File: config.mk
export PLATFORM = sky130hd
export DESIGN_NAME = key_wakeup_interrupt
export DESIGN_NICKNAME = d
export VERILOG_FILES = /design/src/key_wakeup_pkg.sv /design/src/key_detect_if.sv /design/src/key_detect.sv /design/src/key_wakeup_interrupt.sv
export SDC_FILE = /design/constraint.sdc
export NUM_CORES = 1
export LEC_CHECK = 0
export BUFFER_PORTS_ARGS = -buffer_cell sky130_fd_sc_hd__buf_2
export CAP_MARGIN = 20
export CORE_AREA = 10 10 98 74
export DETAILED_ROUTE_END_ITERATION = 10
export DIE_AREA = 0 0 108 84
export GPL_ROUTABILITY_DRIVEN = 0
export MAX_ROUTING_LAYER = met4
export PLACE_DENSITY_LB_ADDON = 0.15
export SLEW_MARGIN = 20
export SYNTH_ARGS = -nofsm -noshare
export SYNTH_HDL_FRONTEND = slang
export SYNTH_HIERARCHICAL = 1
export SYNTH_SLANG_ARGS = --single-unit
File: constraint.sdc
create_clock -name core_clk -period 4.83 [get_ports core_clk]
set_clock_uncertainty 0.1 [all_clocks]
set_input_delay 0.7245 -clock core_clk [delete_from_list [all_inputs] [get_ports core_clk]]
set_output_delay 0.7245 -clock core_clk [all_outputs]
set_load 0.03 [all_outputs]
File: src/key_wakeup_pkg.sv
// constants, register map and types for the key wake-up interrupt block
// ---------------------------------------------------------------------
// Operation
// - eight independently enabled key inputs exist, four reach real pins.
// - a pin enable bit of 1 makes its input a source, 0 ignores it.
// - a polarity bit of 0 selects falling/low, 1 selects rising/high.
// - control bit 0 picks edge only (0) or edge plus level (1) detection.
// - control bit 3 shows the detect flag and writing bit 3 never changes it.
// - writing 1 to control bit 2 asks to clear the flag; it reads as 0.
// - control bit 1 gates the flag onto the interrupt request.
// - control bits 7:4 always read as zero.
// - in wait mode the block keeps working and an enabled source wakes.
// - in light stop an enabled, asserted input wakes without the clock.
// - in the deeper stops the block is off and wakes with its registers reset.
// - in background debug halt detection runs as in normal run.
// - an edge is deasserted in one cycle and asserted in the next.
// - after an edge, no new edge until all enabled inputs deassert.
// - in edge plus level mode an ack clears only with all deasserted.
// ---------------------------------------------------------------------
package key_wakeup_pkg;

  // ---------------------------------------------------------------
  // geometry
  // ---------------------------------------------------------------
  localparam int          LANES      = 8;
  localparam int          PINS       = 4;
  localparam int          REG_W      = 8;
  localparam int          ADR_W      = 8;

  // ---------------------------------------------------------------
  // register offsets (byte addresses)
  // ---------------------------------------------------------------
  localparam logic [7:0]  OFS_CTRL   = 8'h00;
  localparam logic [7:0]  OFS_PEN    = 8'h04;
  localparam logic [7:0]  OFS_POL    = 8'h08;
  localparam logic [7:0]  OFS_EVT    = 8'h0C;
  localparam logic [7:0]  OFS_MASK   = 8'h10;

  // ---------------------------------------------------------------
  // control register fields
  // ---------------------------------------------------------------
  localparam int          BIT_MODE   = 0;
  localparam int          BIT_IE     = 1;
  localparam int          BIT_ACK    = 2;
  localparam int          BIT_FLAG   = 3;

  // event status / mask fields
  localparam int          EVT_DETECT = 0;
  localparam int          EVT_HELD   = 1;
  localparam int          EVT_W      = 2;

  // ---------------------------------------------------------------
  // reset values
  // ---------------------------------------------------------------
  localparam logic [7:0]  RST_PEN    = 8'h00;
  localparam logic [7:0]  RST_POL    = 8'h00;
  localparam logic        RST_MODE   = 1'b0;
  localparam logic        RST_IE     = 1'b0;
  localparam logic        RST_FLAG   = 1'b0;
  localparam logic [1:0]  RST_EVT    = 2'h0;
  localparam logic [1:0]  RST_MASK   = 2'h0;

  typedef logic [LANES-1:0] lane_vec_t;

endpackage
File: src/key_detect_if.sv
// configuration and detection signals between control and detector
`timescale 1ns/1ps
interface key_detect_if;
  import key_wakeup_pkg::*;

  lane_vec_t pin_enable_x;
  lane_vec_t polarity_sel;
  logic      det_clear;
  lane_vec_t asserted;
  logic      edge_seen;
  logic      level_any;

  modport ctrl (
    output pin_enable_x,
    output polarity_sel,
    output det_clear,
    input  asserted,
    input  edge_seen,
    input  level_any
  );

  modport det (
    input  pin_enable_x,
    input  polarity_sel,
    input  det_clear,
    output asserted,
    output edge_seen,
    output level_any
  );
endinterface

File: src/key_detect.sv
// input synchroniser and edge / level detector for the key lanes
`timescale 1ns/1ps
module key_detect
  import key_wakeup_pkg::*;
#(
  parameter int N = LANES
)(
  // clock and reset
  input  wire logic    core_clk,
  input  wire logic    rst_b,
  // raw key lanes
  input  wire logic [N-1:0] lane_raw,
  // control side
  key_detect_if.det    dif
);
  import key_wakeup_pkg::*;

  logic [N-1:0] meta_q;
  logic [N-1:0] sync_q;
  logic [N-1:0] prev_q;
  logic         armed_q;
  logic [N-1:0] now_asserted;
  logic [N-1:0] rising;
  logic         any_rising;

  // ---------------------------------------------------------------
  // two-stage synchroniser
  // ---------------------------------------------------------------
  always_ff @(posedge core_clk or negedge rst_b)
    if (!rst_b)
    begin
      meta_q <= '0;
      sync_q <= '0;
    end
    else
    begin
      meta_q <= lane_raw;
      sync_q <= meta_q;
    end

  // ---------------------------------------------------------------
  // polarity and enable
  // ---------------------------------------------------------------
  assign now_asserted = ~(sync_q ^ dif.polarity_sel[N-1:0])
                        & dif.pin_enable_x[N-1:0];
  assign rising       = now_asserted & ~prev_q;
  assign any_rising   = |rising;

  assign dif.asserted  = lane_vec_t'(now_asserted);
  assign dif.level_any = |now_asserted;
  assign dif.edge_seen = armed_q & any_rising;

  // ---------------------------------------------------------------
  // previous sample and re-arm
  // ---------------------------------------------------------------
  always_ff @(posedge core_clk or negedge rst_b)
    if (!rst_b)
    begin
      prev_q  <= '0;
      armed_q <= 1'b1;
    end
    else if (dif.det_clear)
    begin
      prev_q  <= '0;
      armed_q <= 1'b1;
    end
    else
    begin
      prev_q <= now_asserted;
      if (armed_q && any_rising)
        armed_q <= 1'b0;
      else if (~|now_asserted)
        armed_q <= 1'b1;
    end

endmodule

File: src/key_wakeup_interrupt.sv
// key wake-up interrupt block with classic wishbone register slave
`timescale 1ns/1ps
module key_wakeup_interrupt
  import key_wakeup_pkg::*;
#(
  parameter int NUM_PINS = PINS
)(
  // clock and reset
  input  wire logic                core_clk,
  input  wire logic                rst_b,
  // wishbone slave
  input  wire logic                wb_cyc_i,
  input  wire logic                wb_stb_i,
  input  wire logic                wb_we_i,
  input  wire logic [ADR_W-1:0]    wb_adr_i,
  input  wire logic [3:0]          wb_sel_i,
  input  wire logic [31:0]         wb_dat_i,
  output logic      [31:0]         wb_dat_o,
  output logic                     wb_ack_o,
  // key pins
  input  wire logic [NUM_PINS-1:0] key_inputs_0_to_3,
  // power modes
  input  wire logic                wait_mode,
  input  wire logic                light_stop_mode,
  input  wire logic                deep_stop,
  input  wire logic                debug_halt,
  // interrupt and wake
  output logic                     irq_o,
  output logic                     wake_o
);
  import key_wakeup_pkg::*;

  key_detect_if dif ();

  // ---------------------------------------------------------------
  // state
  // ---------------------------------------------------------------
  lane_vec_t         pen_q;
  lane_vec_t         pol_q;
  logic              mode_q;
  logic              ie_q;
  logic              flag_q;
  logic [EVT_W-1:0]  evt_q;
  logic [EVT_W-1:0]  mask_q;
  logic              ack_q;
  logic [31:0]       rdat_q;

  // ---------------------------------------------------------------
  // bus decode
  // ---------------------------------------------------------------
  wire        req      = wb_cyc_i & wb_stb_i;
  wire        wr_fire  = req & ack_q & wb_we_i & wb_sel_i[0];
  wire        rd_take  = req & ~ack_q;
  wire        hit_ctrl = (wb_adr_i == OFS_CTRL);
  wire        hit_pen  = (wb_adr_i == OFS_PEN);
  wire        hit_pol  = (wb_adr_i == OFS_POL);
  wire        hit_evt  = (wb_adr_i == OFS_EVT);
  wire        hit_mask = (wb_adr_i == OFS_MASK);
  wire [7:0]  wbyte    = wb_dat_i[7:0];

  wire        wr_ctrl  = wr_fire & hit_ctrl;
  wire        wr_pen   = wr_fire & hit_pen;
  wire        wr_pol   = wr_fire & hit_pol;
  wire        wr_evt   = wr_fire & hit_evt;
  wire        wr_mask  = wr_fire & hit_mask;
  wire        ack_req  = wr_ctrl & wbyte[BIT_ACK];

  // control read: ack reads 0, upper nibble reads 0
  wire [7:0]  ctrl_rd  = {4'h0, flag_q, 1'b0, ie_q, mode_q};

  logic [7:0] rd_mux;
  always_comb
  begin
    if (hit_ctrl)
      rd_mux = ctrl_rd;
    else if (hit_pen)
      rd_mux = pen_q;
    else if (hit_pol)
      rd_mux = pol_q;
    else if (hit_evt)
      rd_mux = {6'h00, evt_q};
    else if (hit_mask)
      rd_mux = {6'h00, mask_q};
    else
      rd_mux = 8'h00;
  end

  // ---------------------------------------------------------------
  // lane wiring: only the real pins are ever seen
  // ---------------------------------------------------------------
  lane_vec_t lane_raw;
  lane_vec_t lane_ok;
  assign lane_raw = lane_vec_t'(key_inputs_0_to_3);
  assign lane_ok  = lane_vec_t'({NUM_PINS{1'b1}});

  // deep stops hold the registers in reset and clear the detector; the bus answer keeps running
  wire off = deep_stop;

  assign dif.pin_enable_x = pen_q & lane_ok;
  assign dif.polarity_sel = pol_q;
  assign dif.det_clear    = off;

  key_detect #(
    .N        (LANES)
  ) u_det (
    .core_clk (core_clk),
    .rst_b    (rst_b),
    .lane_raw (lane_raw),
    .dif      (dif.det)
  );

  // ---------------------------------------------------------------
  // flag set and clear
  // ---------------------------------------------------------------
  // debug halt does not gate detection; it runs as in run mode
  wire run_ok    = ~off | debug_halt & ~off;
  wire level_hit = mode_q & dif.level_any;
  wire flag_set  = run_ok & (dif.edge_seen | level_hit);
  wire held      = mode_q & dif.level_any;
  wire flag_clr  = ack_req & ~held;
  wire flag_d    = flag_set | (flag_q & ~flag_clr);

  // ---------------------------------------------------------------
  // event status: detection and refused acknowledge
  // ---------------------------------------------------------------
  logic [EVT_W-1:0] evt_hit;
  assign evt_hit[EVT_DETECT] = flag_set & ~flag_q;
  assign evt_hit[EVT_HELD]   = ack_req & held;
  wire [EVT_W-1:0] evt_d = evt_hit
                         | (evt_q & ~({EVT_W{wr_evt}} & wbyte[EVT_W-1:0]));

  // ---------------------------------------------------------------
  // registers
  // ---------------------------------------------------------------
  always_ff @(posedge core_clk or negedge rst_b)
    if (!rst_b)
    begin
      pen_q  <= RST_PEN;
      pol_q  <= RST_POL;
      mode_q <= RST_MODE;
      ie_q   <= RST_IE;
      flag_q <= RST_FLAG;
      evt_q  <= RST_EVT;
      mask_q <= RST_MASK;
    end
    else if (off)
    begin
      pen_q  <= RST_PEN;
      pol_q  <= RST_POL;
      mode_q <= RST_MODE;
      ie_q   <= RST_IE;
      flag_q <= RST_FLAG;
      evt_q  <= RST_EVT;
      mask_q <= RST_MASK;
    end
    else
    begin
      flag_q <= flag_d;
      evt_q  <= evt_d;
      if (wr_ctrl)
      begin
        mode_q <= wbyte[BIT_MODE];
        ie_q   <= wbyte[BIT_IE];
      end
      if (wr_pen)
        pen_q <= wbyte;
      if (wr_pol)
        pol_q <= wbyte;
      if (wr_mask)
        mask_q <= wbyte[EVT_W-1:0];
    end

  // ---------------------------------------------------------------
  // bus answer: one wait state, ack for one cycle
  // ---------------------------------------------------------------
  always_ff @(posedge core_clk or negedge rst_b)
    if (!rst_b)
    begin
      ack_q  <= 1'b0;
      rdat_q <= 32'h0000_0000;
    end
    else
    begin
      ack_q <= rd_take;
      if (rd_take)
        rdat_q <= {24'h00_0000, rd_mux};
    end

  assign wb_ack_o = ack_q;
  assign wb_dat_o = rdat_q;

  // ---------------------------------------------------------------
  // interrupt and wake
  // ---------------------------------------------------------------
  wire key_req  = ie_q & flag_q;
  wire evt_req  = |(evt_q & mask_q);
  assign irq_o  = key_req | evt_req;

  // clockless path: raw pin levels, used only while the clock is off
  wire [NUM_PINS-1:0] raw_act =
    ~(key_inputs_0_to_3 ^ pol_q[NUM_PINS-1:0]) & pen_q[NUM_PINS-1:0];
  wire stop_wake = light_stop_mode & ie_q & (|raw_act);
  wire wait_wake = wait_mode & irq_o;
  assign wake_o  = ~off & (stop_wake | wait_wake);

endmodule

# Yosys cells after proc, flatten, opt, wreduce, memory -nomap -nowiden
# Index checks and enable logic that the tools add are counted.
[op_classes]
div_mod_pow = 0
shift = 0
mul = 0
bitwise_logic = 47
n_lt_le_gt_ge = 0
reduce_logical = 10
n_eq_ne = 5
n_addsub = 0
mux = 21
[op_table]
columns = ["op", "n"]
rows = [
  ["$mux 8", 8],
  ["$and 1x1->1", 24],
  ["$eq 8x4->1 const B", 2],
  ["$not 8->8", 2],
  ["$reduce_or 8->1", 2],
  ["$mux 2", 5],
  ["$and 8x4->8", 1],
  ["$and 8x8->8", 1],
  ["$eq 8x3->1 const B", 1],
  ["$eq 8x5->1 const B", 1],
  ["$logic_not 8->1", 1],
  ["$mux 1", 8],
  ["$reduce_bool 2->1", 4],
  ["$xor 4x8->8", 1],
  ["$and 2x2->2", 3],
  ["$not 1->1", 5],
  ["$or 1x1->1", 5],
  ["$and 4x4->4", 1],
  ["$not 4->4", 1],
  ["$reduce_or 4->1", 1],
  ["$xor 4x4->4", 1],
  ["$ne 3x2->1 const B", 1],
  ["$not 2->2", 1],
  ["$or 2x2->2", 1],
  ["2 further kinds", 2],
]
[totals]
reg_bits = 49
latch_bits = 0
out_inout_bits = 35
romBits = 0
n_memories = 0
mem_bits_rw = 0
elab_cells = 96
inputBits = 57

# Depth between registers and ports, before layout
# Gate-level depths: netlist of the first run.
[logic_depth]
ltp_word = 11
ltp_mapped = 7

# By module
# Netlist of the first run, hierarchy kept.
[by_module_without_submodules]
columns = ["mod", "instances", "area_per_inst_um2", "cells_each"]
rows = [
  ["key_wakeup_interrupt", 1, 1915.6, 204],
  ["key_detect", 1, 970.9, 71],
]

# Worst setup path before layout of the first run
# No wires, ideal clock.
[synth_path]
path_kind = "input port to output port"
startpoint = "in key_inputs_0_to_3[1]"
endpoint = "out wake_o"
t_required_ns = 4.005
path_slack_ns = 2.273
path_stages = 4
arrival_time_ns = 1.732
n_path_buf = 0
cell_sequence = "xnor2_1 a22o_1 a221oi_1 o21ai_0"
[synth_via]
elab_chain_len = 7
[synth_lines]
columns = ["item", "line_no", "text"]
rows = [
  ["start: declaration", "key_wakeup_interrupt.sv:21", "input wire logic [NUM_PINS-1:0] key_inputs_0_to_3,"],
  ["$xor 4x4->4", "key_wakeup_interrupt.sv:201", "~(key_inputs_0_to_3 ^ pol_q[NUM_PINS-1:0]) & pen_q[NUM_PINS-1:0];"],
  ["$not 4->4", "key_wakeup_interrupt.sv:201", ""],
  ["$and 4x4->4", "key_wakeup_interrupt.sv:201", ""],
  ["$reduce_or 4->1", "key_wakeup_interrupt.sv:202", "wire stop_wake = light_stop_mode & ie_q & (|raw_act);"],
  ["$and 1x1->1", "key_wakeup_interrupt.sv:202", ""],
  ["$or 1x1->1", "key_wakeup_interrupt.sv:204", "assign wake_o = ~off & (stop_wake | wait_wake);"],
  ["$and 1x1->1", "key_wakeup_interrupt.sv:204", ""],
  ["end: declaration", "key_wakeup_interrupt.sv:29", "output logic wake_o"],
]
# Every way passes these cells.

# Worst setup path after layout of the first run
# Ends and elaborated chain as after synthesis.

==> out/metrics.csv, run 1 <==
stage,metric,value,unit
run_status,status,"finished, final reports clean",
die,Die X,108,um
sta,Worst-Margin Slew,0.709,ns
yosys,"EDFF count, synth",0,
global_route,total global-route track usage,15.0,%
detailed_routing,DR vias,2121,
detailed_routing,drt via density,5.16,
place,DP Area,3100,um^2
setup_path,worst-path fanout max,2,
setup_path,"Arr. time, crit path",1.81,ns
yosys,Syn. warnings,6,
clock_network,Clock Latency Late Sink,0.34,ns
final_layout,Post-Layout Cell Count,411,
setup_path,CP cell instances,"buf_2, xnor2_1, a22o_1, a221oi_1, o21ai_0, buf_2",
setup_path,Worst path most repeated cell,buf_2,
yosys,ranking of synthesized cells by area,"dfrtp_1 49%, buf_4 6.2%, mux2i_1 3.8%, nor2b_1 3.7%, xnor2_1 3.6%",
sta,Final Hold Fails,0,
min_path,WHS Path Cells,0,
detailed_routing,Detail Route Antenna Nets,0,
sta,Rel. slew slack,52.4,%
setup_path,CP endpoint kind,primary output,
final_layout,layout cell share with drive strength beyond 1,21.4,%
die,Ports,92,
pwr,total power,1090,uW
setup_path,critical path's largest stage delay,0.30,ns
yosys,Syn Area/Cell,10.5,um^2
yosys,Seq cells post-synth,57,
yosys,post-synthesis sequential area ratio,49.5,%
detailed_routing,DR DRC count,0,
yosys,"area leader, netlist",dfrtp_1,
final_layout,Final Cell Area,3320,um^2
sta,Max Transition Viols Final,0,
yosys,"FFs w/ async S/R, synth",100,%
setup_path,worst r2r dst,flag_q$_DFF_PN0_,
yosys,synth unique cells,44,
global_route,largest net degree at the start of global routing,58,
die,core area,5500,um^2
pwr,PwrDens,329,nW/um^2
clock_network,CTS Hold Bufs,0,
detailed_routing,Post-Route WL,6540,um
yosys,Most used DFF post-synth,dfrtp_1,
min_path,Hold Path Sink,u_det/sync_q[0]$_DFF_PN0_,
clock_network,root buf cell,clkbuf_8,
setup_path,crit start category,input port,
final_layout,# diodes,0,
clock_network,CTS tree,built,
min_path,Hold Path Class,register to register,
die,die area,9070,um^2
die,std cell rows,23,
setup_path,worst path required time,4.01,ns
clock_network,TritonCTS Buffers,9,
sta,final setup fails,0,
sta,Final Cycle Share,54.6,%
setup_path,reg2reg setup slack,2.91,ns
place,Setup Slack @ Placement,2.07,ns
clock_network,H-tree depth,3,
global_route,first-pass GRT wire length,10500,um
yosys,Syn Std Cell Area,2890,um^2
detailed_routing,drt wl/cell,15.9,um
clock_network,Post-CTS Setup Inserts,0,
yosys,Synth top cells by count,"56 x dfrtp_1, 24 x buf_4, 20 x nand2_1, 17 x nor2b_1, 15 x nor2_1",
final_layout,fillers,499,
sta,Setup WS post-layout,2.19,ns
global_route,vias in the first global route,2095,
die,starting density of the core,52.5,%
place,dpl hpwl,4880,um
detailed_routing,First-pass DRT Iterations,5,
final_layout,Layout Area Growth over Synthesis,14.9,%
place,Placed Instances,395,
setup_path,"Slowest-stage cell, CP",a221oi_1,
clock_network,CTS Sinks,57,
place,number of I/O port buffers,39,
sta,Max Fclk,0.379,GHz
flow_run,number of max-cap violations,0,
pwr,Peak VDD IR,0.180,mV
setup_path,worst r2r src,dif.polarity_sel[1]$_DFFE_PN0P_,
setup_path,Crit Path Class,input port to primary output,
sta,RSZ-0062 raised after global routing,false,
sta,setup TNS,0,ns
global_route,grt total ovfl,0,
min_path,hold wc startpoint,u_det/meta_q[0]$_DFF_PN0_,
yosys,most frequent cell after synthesis,dfrtp_1,
setup_path,R2R cell count,7,
detailed_routing,Iteration-0 DRC Markers,184,
clock_network,"CTS clk-pin slew, worst paths",0.06,ns
yosys,top-area cell type share of the netlist area,48.5,%
pwr,cell leakage power,0.00158,uW
global_route,initial antenna violation count,0,
yosys,Synth Instances,275,
final_layout,Multi-input gate area,1360,um^2
final_layout,NumNets Final,388,
clock_network,# resized after CTS,0,
sta,min Tclk post-route,2.64,ns
clock_network,maximum clock path buffer count,2,
final_layout,register area,1430,um^2
die,DIE HEIGHT,84,um
-- cell usage in the layout, fill, tap and decap left out, types with 2 or more instances in the layout --
master | synthesis | routed
dfrtp_1 | 56 | 56
conb_1 | 1 | 40
buf_2 | 0 | 39
nand2_1 | 20 | 20
nor2b_1 | 17 | 16
nor2_1 | 15 | 15
a21oi_1 | 12 | 12
xnor2_1 | 12 | 12
mux2i_1 | 11 | 11
nand3_1 | 10 | 10
o21ai_0 | 10 | 10
clkbuf_8 | 0 | 9
and2_1 | 8 | 8
a22oi_1 | 7 | 7
inv_1 | 6 | 6
nand3b_1 | 5 | 5
nand2b_1 | 5 | 5
a22oi_2 | 5 | 5
nand4_1 | 4 | 4
a32oi_1 | 4 | 4
or2_2 | 3 | 3
clkinv_2 | 0 | 3
nor4_4 | 2 | 2
nor4_1 | 2 | 2
and4b_1 | 2 | 2
nand4_2 | 2 | 2
and3b_1 | 2 | 2
a211o_1 | 2 | 2
o311ai_0 | 2 | 2
a31oi_1 | 2 | 2
bufinv_16 | 0 | 2
-- power by group --
| group | internal, uW | switching (uW) |
|---|---|---|
| sequential | 493 | 7.42 |
| clock | 288 | 187 |
| combinational | 33.6 | 82.6 |
| total | 814 | 277 |
-- metrics by stage --
step	hold slack [ns]	utilization [%]
floorplan	0.231	-
global placement	0.232	56.5
detailed placement	0.241	56.5
CTS	0.250	60.3
global route	0.261	60.3
finish	0.248	60.3
-- logic make-up (layout without fill, tap and decap cells) --
| group | count (synthesis) | in the layout | synth area share (%) |
|---|---|---|---|
| simple gates | 104 | 104 | 21.8 |
| mux | 11 | 11 | 3.81 |
| other cells | 1 | 40 | 0.130 |
| xor+xnor | 12 | 12 | 3.64 |
| buf+inv | 40 | 62 | 8.58 |
| flops | 57 | 57 | 49.5 |
| compound gates | 50 | 50 | 12.5 |
-- registers in the layout (all words and copies together), names as in the netlist --
signal	count
dif.polarity_sel	8
pen_q	8
u_det/meta_q	8
u_det/prev_q	8
u_det/sync_q	8
wb_dat_o	8
evt_q	2
mask_q	2
flag_q	1
ie_q	1
mode_q	1
u_det/armed_q	1
wb_ack_o	1
-- how the worst max path moves through the flow --
stage / slack [ns] / to / start / cells after the start
after floorplan: 2.27 / wake_o / key_inputs_0_to_3[1] / 4
after global placement: 2.09 / evt_q[0]$_DFF_PN0_ / wb_adr_i[4] / 5
after detailed placement: 2.07 / evt_q[0]$_DFF_PN0_ / wb_adr_i[4] / 5
after CTS: 2.17 / wake_o / key_inputs_0_to_3[1] / 6
after global routing: 2.09 / wake_o / dif.polarity_sel[1]$_DFFE_PN0P_ / 5
final: 2.19 / wake_o / key_inputs_0_to_3[1] / 6
-- cell type report --
type / count / share of cell area, %
clock buffer: 10 / 3.85
clock inverter: 6 / 2.49
inverter: 6 / 0.679
multi-input combinational: 217 / 41.0
sequential: 57 / 43.0
tap: 75 / 2.83
timing repair buffer: 40 / 6.11
-- metal layers --
| metal | wire [um] | global-route usage, % | vias up |
|---|---|---|---|
| met1 | 3150 | 20.6 | 1018 |
| li1 | - | - | 1014 |
| met3 | 499 | 5.32 | 9 |
| met5 | 0 | - | - |
| met4 | 53 | 4.36 | 0 |
| met2 | 2840 | 20.0 | 80 |
-- critical path, delay by kind of cell --
family,cells,cell delay (ns)
xor+xnor,1,0.12
buf+inv,2,0.30
compound gates,3,0.67
(Power assumes the default switching activity.)
==> run 2, diff against run 1 <==
Settings changed: ABC_AREA set to 1, CORE_AREA 10 10 98 74 to 10 10 102 77, DIE_AREA 0 0 108 84 to 0 0 112 87.
Clock period 4.83 ns to 2.55 ns, I/O delays scaled along.
==> out/metrics.csv, run 2 <==
stage,metric,value,unit
die,Die X,112,um
global_route,vias in the first global route,2362,
setup_path,Crit Path Class,register to primary output,
clock_network,maximum clock path buffer count,2,
setup_path,Worst path most repeated cell,nand2_1,
global_route,total global-route track usage,14.6,%
detailed_routing,drt via density,4.69,
detailed_routing,Iteration-0 DRC Markers,91,
sta,RSZ-0062 raised after global routing,false,
die,core area,5980,um^2
place,DP Area,3140,um^2
global_route,first-pass GRT wire length,11200,um
sta,Worst-Margin Slew,0.623,ns
yosys,Syn Area/Cell,8.53,um^2
clock_network,# resized after CTS,0,
clock_network,"CTS clk-pin slew, worst paths",0.06,ns
detailed_routing,DR DRC count,0,
clock_network,CTS Hold Bufs,1,
run_status,status,"finished, final reports clean",
setup_path,worst path required time,2.07,ns
flow_run,number of max-cap violations,0,
detailed_routing,Detail Route Antenna Nets,0,
clock_network,root buf cell,clkbuf_8,
yosys,Synth Instances,343,
die,DIE HEIGHT,87,um
sta,setup TNS,0,ns
detailed_routing,Post-Route WL,6540,um
detailed_routing,DR vias,2271,
global_route,initial antenna violation count,0,
place,Placed Instances,467,
sta,Rel. slew slack,58.5,%
final_layout,Layout Area Growth over Synthesis,14.5,%
place,number of I/O port buffers,39,
pwr,PwrDens,644,nW/um^2
place,dpl hpwl,4950,um
final_layout,layout cell share with drive strength beyond 1,23.2,%
clock_network,CTS Sinks,57,
sta,Max Transition Viols Final,0,
sta,Max Fclk,0.492,GHz
setup_path,crit start category,register,
final_layout,"leading cell types in the layout, fill and taps excluded","82 x nand2_1, 56 x dfrtp_1, 39 x buf_2, 37 x inv_1, 36 x conb_1",
final_layout,final core occ,56.1,%
clock_network,Post-CTS Setup Inserts,0,
setup_path,CP endpoint kind,primary output,
clock_network,CTS tree,built,
clock_network,TritonCTS Buffers,9,
final_layout,Final Cell Area,3350,um^2
pwr,Peak VDD IR,0.317,mV
setup_path,"Slowest-stage cell, CP",dfrtp_1,
global_route,largest net degree at the start of global routing,24,
clock_network,Clock Latency Late Sink,0.34,ns
yosys,Syn Std Cell Area,2930,um^2
detailed_routing,drt wl/cell,13.5,um
sta,WHS,0.0783,ns
yosys,Syn. warnings,6,
die,Ports,92,
clock_network,H-tree depth,3,
final_layout,"most common cell after layout, fill and taps aside",nand2_1,
setup_path,reg2reg setup slack,0.89,ns
setup_path,worst-path fanout max,5,
sta,final setup fails,0,
setup_path,CP cell instances,"xnor2_1, nand2_1, nand2_1, o21bai_1, a21oi_1, buf_2",
final_layout,# diodes,0,
setup_path,critical path's largest stage delay,0.43,ns
sta,min Tclk post-route,2.03,ns
die,std cell rows,24,
sta,Final Hold Fails,0,
final_layout,NumNets Final,458,
pwr,cell leakage power,0.00174,uW
die,die area,9740,um^2
sta,Final Cycle Share,79.6,%
global_route,grt total ovfl,0,
final_layout,Post-Layout Cell Count,484,
setup_path,"Arr. time, crit path",1.55,ns
min_path,Hold Path Class,input port to register,
die,starting density of the core,49.0,%
detailed_routing,First-pass DRT Iterations,4,
-- run 2: cell types whose count changed in the layout (fill, tap and decap cells not counted), sizes merged, moves of 14 or more --
| cell | change |
|---|---|
| inv | +37 |
| nor2b | -17 |
| nand2 | +68 |
| o21ai | +14 |
| nand3 | +24 |
| nor2 | +17 |
-- run 2: through the flow --
step                total power [uW]  setup slack [ns]
floorplan                       1250             0.771
global placement                1310             0.707
detailed placement              1310             0.697
CTS                             2180             0.475
global route                    2270             0.353
finish                          2160             0.519
-- run 2: layout make-up --
type,instances,area (um^2)
sequential,57,1430
clock buffer,10,138
multi-input combinational,249,1240
fill,581,2630
inverter,42,158
tap,78,97.6
clock inverter,6,66.3
timing repair buffer,42,220
-- run 2: worst paths after layout --
check | from | endpoint | cells past startpoint
setup / recovery | dif.polarity_sel[3]$_DFFE_PN0P_ | wake_o | 6
hold / removal | key_inputs_0_to_3[3] | u_det/meta_q[3]$_DFF_PN0_ | 1
setup reg to reg | dif.polarity_sel[0]$_DFFE_PN0P_ | evt_q[0]$_DFF_PN0_ | 12
hold reg to reg | u_det/meta_q[3]$_DFF_PN0_ | u_det/sync_q[3]$_DFF_PN0_ | 0
max in group asynchronous | rst_b | u_det/armed_q$_DFFE_PN1P_ | 3
min in group asynchronous | rst_b | wb_dat_o[3]$_DFFE_PN0P_ | 2
-- run 2: where the power goes --
group | switching [uW] | leakage, uW | internal, uW | total [uW]
registers | 41.5 | 0.000728 | 959 | 1000
logic | 214 | 0.000913 | 87.2 | 301
clock network | 377 | 0.0000949 | 478 | 856
total | 633 | 0.00174 | 1520 | 2160
-- run 2: per-layer routing --
metal,global-route usage [%],vias to the layer above,wire [um]
met5,-,-,0
met4,3.56,0,38
met3,6.13,4,487
met2,22.3,72,3000
met1,17.7,1038,3010
li1,-,1157,-
-- run 2: worst max-delay path: cells and delay by family (launching register included) --
| family | cells | cell delay, ns |
|---|---|---|
| flip-flops | 1 | 0.43 |
| buffers and inverters | 1 | 0.21 |
| XOR/XNOR | 1 | 0.19 |
| AO/OA/AOI/OAI | 2 | 0.19 |
| AND/OR/NAND/NOR | 2 | 0.18 |
==> run 3, diff against run 2 <==
Settings changed: CORE_AREA 10 10 102 77 to 10 10 106 80, DIE_AREA 0 0 112 87 to 0 0 116 90.
Clock period 2.55 ns to 1.8 ns, I/O delays scaled along.
==> out/metrics.csv, run 3 (synthesis results as in run 2) <==
stage,metric,value,unit
run_status,status,"finished, final reports clean",
global_route,total global-route track usage,13.5,%
setup_path,worst r2r src,dif.polarity_sel[0]$_DFFE_PN0P_,
sta,Final Cycle Share,99.7,%
flow_run,number of max-cap violations,0,
pwr,PwrDens,874,nW/um^2
sta,Max Transition Viols Final,0,
setup_path,worst path required time,1.43,ns
final_layout,# diodes,0,
clock_network,TritonCTS Buffers,9,
setup_path,reg2reg setup slack,0.10,ns
min_path,Hold Path Class,input port to register,
clock_network,Clock Latency Late Sink,0.33,ns
setup_path,WP buf/inv,2,
sta,Rel. slew slack,61.2,%
global_route,first-pass GRT wire length,11000,um
sta,Max Fclk,0.557,GHz
final_layout,final core occ,53.9,%
sta,final setup fails,0,
sta,Worst-Margin Slew,0.581,ns
final_layout,"most common cell after layout, fill and taps aside",nand2_1,
setup_path,R2R cell count,13,
setup_path,"CP delay by family, top",flip-flops,
clock_network,maximum clock path buffer count,2,
final_layout,layout cell share with drive strength beyond 1,26.8,%
setup_path,CP endpoint kind,primary output,
detailed_routing,DR DRC count,0,
clock_network,H-tree depth,3,
sta,RSZ-0062 raised after global routing,true,
clock_network,"CTS clk-pin slew, worst paths",0.07,ns
die,DIE HEIGHT,90,um
setup_path,CP endpoint,wake_o,
clock_network,root buf cell,clkbuf_8,
detailed_routing,drt wl/cell,13.3,um
global_route,vias in the first global route,2376,
die,die area,10400,um^2
detailed_routing,First-pass DRT Iterations,4,
setup_path,"Arr. time, crit path",1.43,ns
die,Ports,92,
sta,Final Hold Fails,0,
die,std cell rows,25,
setup_path,CP Launch Point,dif.polarity_sel[2]$_DFFE_PN0P_,
global_route,largest net degree at the start of global routing,36,
setup_path,"Slowest-stage cell, CP",dfrtp_1,
setup_path,critical path's largest stage delay,0.39,ns
place,number of I/O port buffers,39,
place,Setup Slack @ Placement,0.164,ns
die,Die X,116,um
detailed_routing,Iteration-0 DRC Markers,139,
setup_path,crit start category,register,
final_layout,NumNets Final,474,
setup_path,worst r2r dst,evt_q[0]$_DFF_PN0_,
clock_network,CTS Sinks,57,
sta,Setup WS post-layout,0.00495,ns
sta,min Tclk post-route,1.80,ns
detailed_routing,Post-Route WL,6650,um
global_route,grt total ovfl,0,
die,starting density of the core,45.0,%
pwr,Peak VDD IR,0.307,mV
place,dpl hpwl,5130,um
setup_path,Crit Path Class,register to primary output,
pwr,cell leakage power,0.00181,uW
global_route,initial antenna violation count,0,
setup_path,cell depth of the worst setup path,7,
final_layout,Layout Area Growth over Synthesis,19.8,%
detailed_routing,drt via density,4.70,
setup_path,CP cell instances,"inv_2, a21oi_2, o21ai_1, nand2_2, o21bai_1, a21oi_1, buf_4",
die,core area,6510,um^2
detailed_routing,Detail Route Antenna Nets,0,
setup_path,worst-path fanout max,3,
detailed_routing,DR vias,2360,
final_layout,"leading cell types in the layout, fill and taps excluded","79 x nand2_1, 56 x dfrtp_1, 38 x buf_2, 36 x inv_1, 36 x conb_1",
clock_network,CTS tree,built,
-- run 3: what timing repair did --
item	CTS	global route
setup buffers	5	2
endpoints found under the setup margin	1	2
pin swaps	5	7
cloned	0	0
gates resized for setup	6	7
hold buffers	4	1
hold endpoints to repair	60	1
-- run 3: worst min-delay path by stage --
stage	from	to	slack, ns	depth (start not counted)
after floorplan	rst_b	dif.polarity_sel[0]$_DFFE_PN0P_	-0.13	0
after global placement	rst_b	mask_q[1]$_DFFE_PN0P_	0.17	2
after detailed placement	rst_b	ie_q$_DFFE_PN0P_	0.18	2
after CTS	key_inputs_0_to_3[3]	u_det/meta_q[3]$_DFF_PN0_	-0.04	1
after global routing	wb_dat_i[2]	evt_q[1]$_DFF_PN0_	0.12	3
final	wb_dat_i[5]	pen_q[5]$_DFFE_PN0P_	0.12	3
-- run 3: cell type report --
| cell class | count | area [um^2] |
|---|---|---|
| multi-input cells | 249 | 1270 |
| fillers | 627 | 3000 |
| repair buffers | 58 | 357 |
| clock buffers | 9 | 124 |
| flip-flops and latches | 57 | 1430 |
| clock inverters | 6 | 70.1 |
| inverters | 42 | 158 |
| well taps | 81 | 101 |
-- run 3: metal layers --
| metal | up-vias | GRT usage, % | part of all wire [%] |
|---|---|---|---|
| li1 | 1187 | - | - |
| met1 | 1103 | 16.4 | 45 |
| met2 | 65 | 20.1 | 47 |
| met3 | 5 | 5.38 | 7.8 |
| met4 | 0 | 4.26 | 0.72 |
| met5 | - | - | 0 |
-- run 3: power by group --
part	leakage (uW)	switching [uW]	internal, uW
registers	0.000728	51.9	1360
logic	0.000994	321	159
clock network	0.0000875	541	634
total	0.00181	913	2150
-- run 3: tightest hold or removal path: stages --
cell and delay, ns:
buf_2 0.09, nand2_1 0.09, o21ai_2 0.07
-- run 3: metrics by stage --
| stage | instances | instance area, um^2 | power [uW] | TNS, ns | hold slack, ns |
|---|---|---|---|---|---|
| 2_1_floorplan | 378 | 3060 | 1770 | 0 | -0.126 |
| 3_5_place_dp | 475 | 3180 | 1860 | 0 | 0.176 |
| 4_1_cts | 499 | 3460 | 3080 | -0.00903 | -0.0430 |
| 6_report | 502 | 3510 | 3060 | 0 | 0.122 |
| 5_1_grt | 502 | 3510 | 3220 | -0.107 | 0.117 |
| 3_3_place_gp | 475 | 3180 | 1860 | 0 | 0.171 |
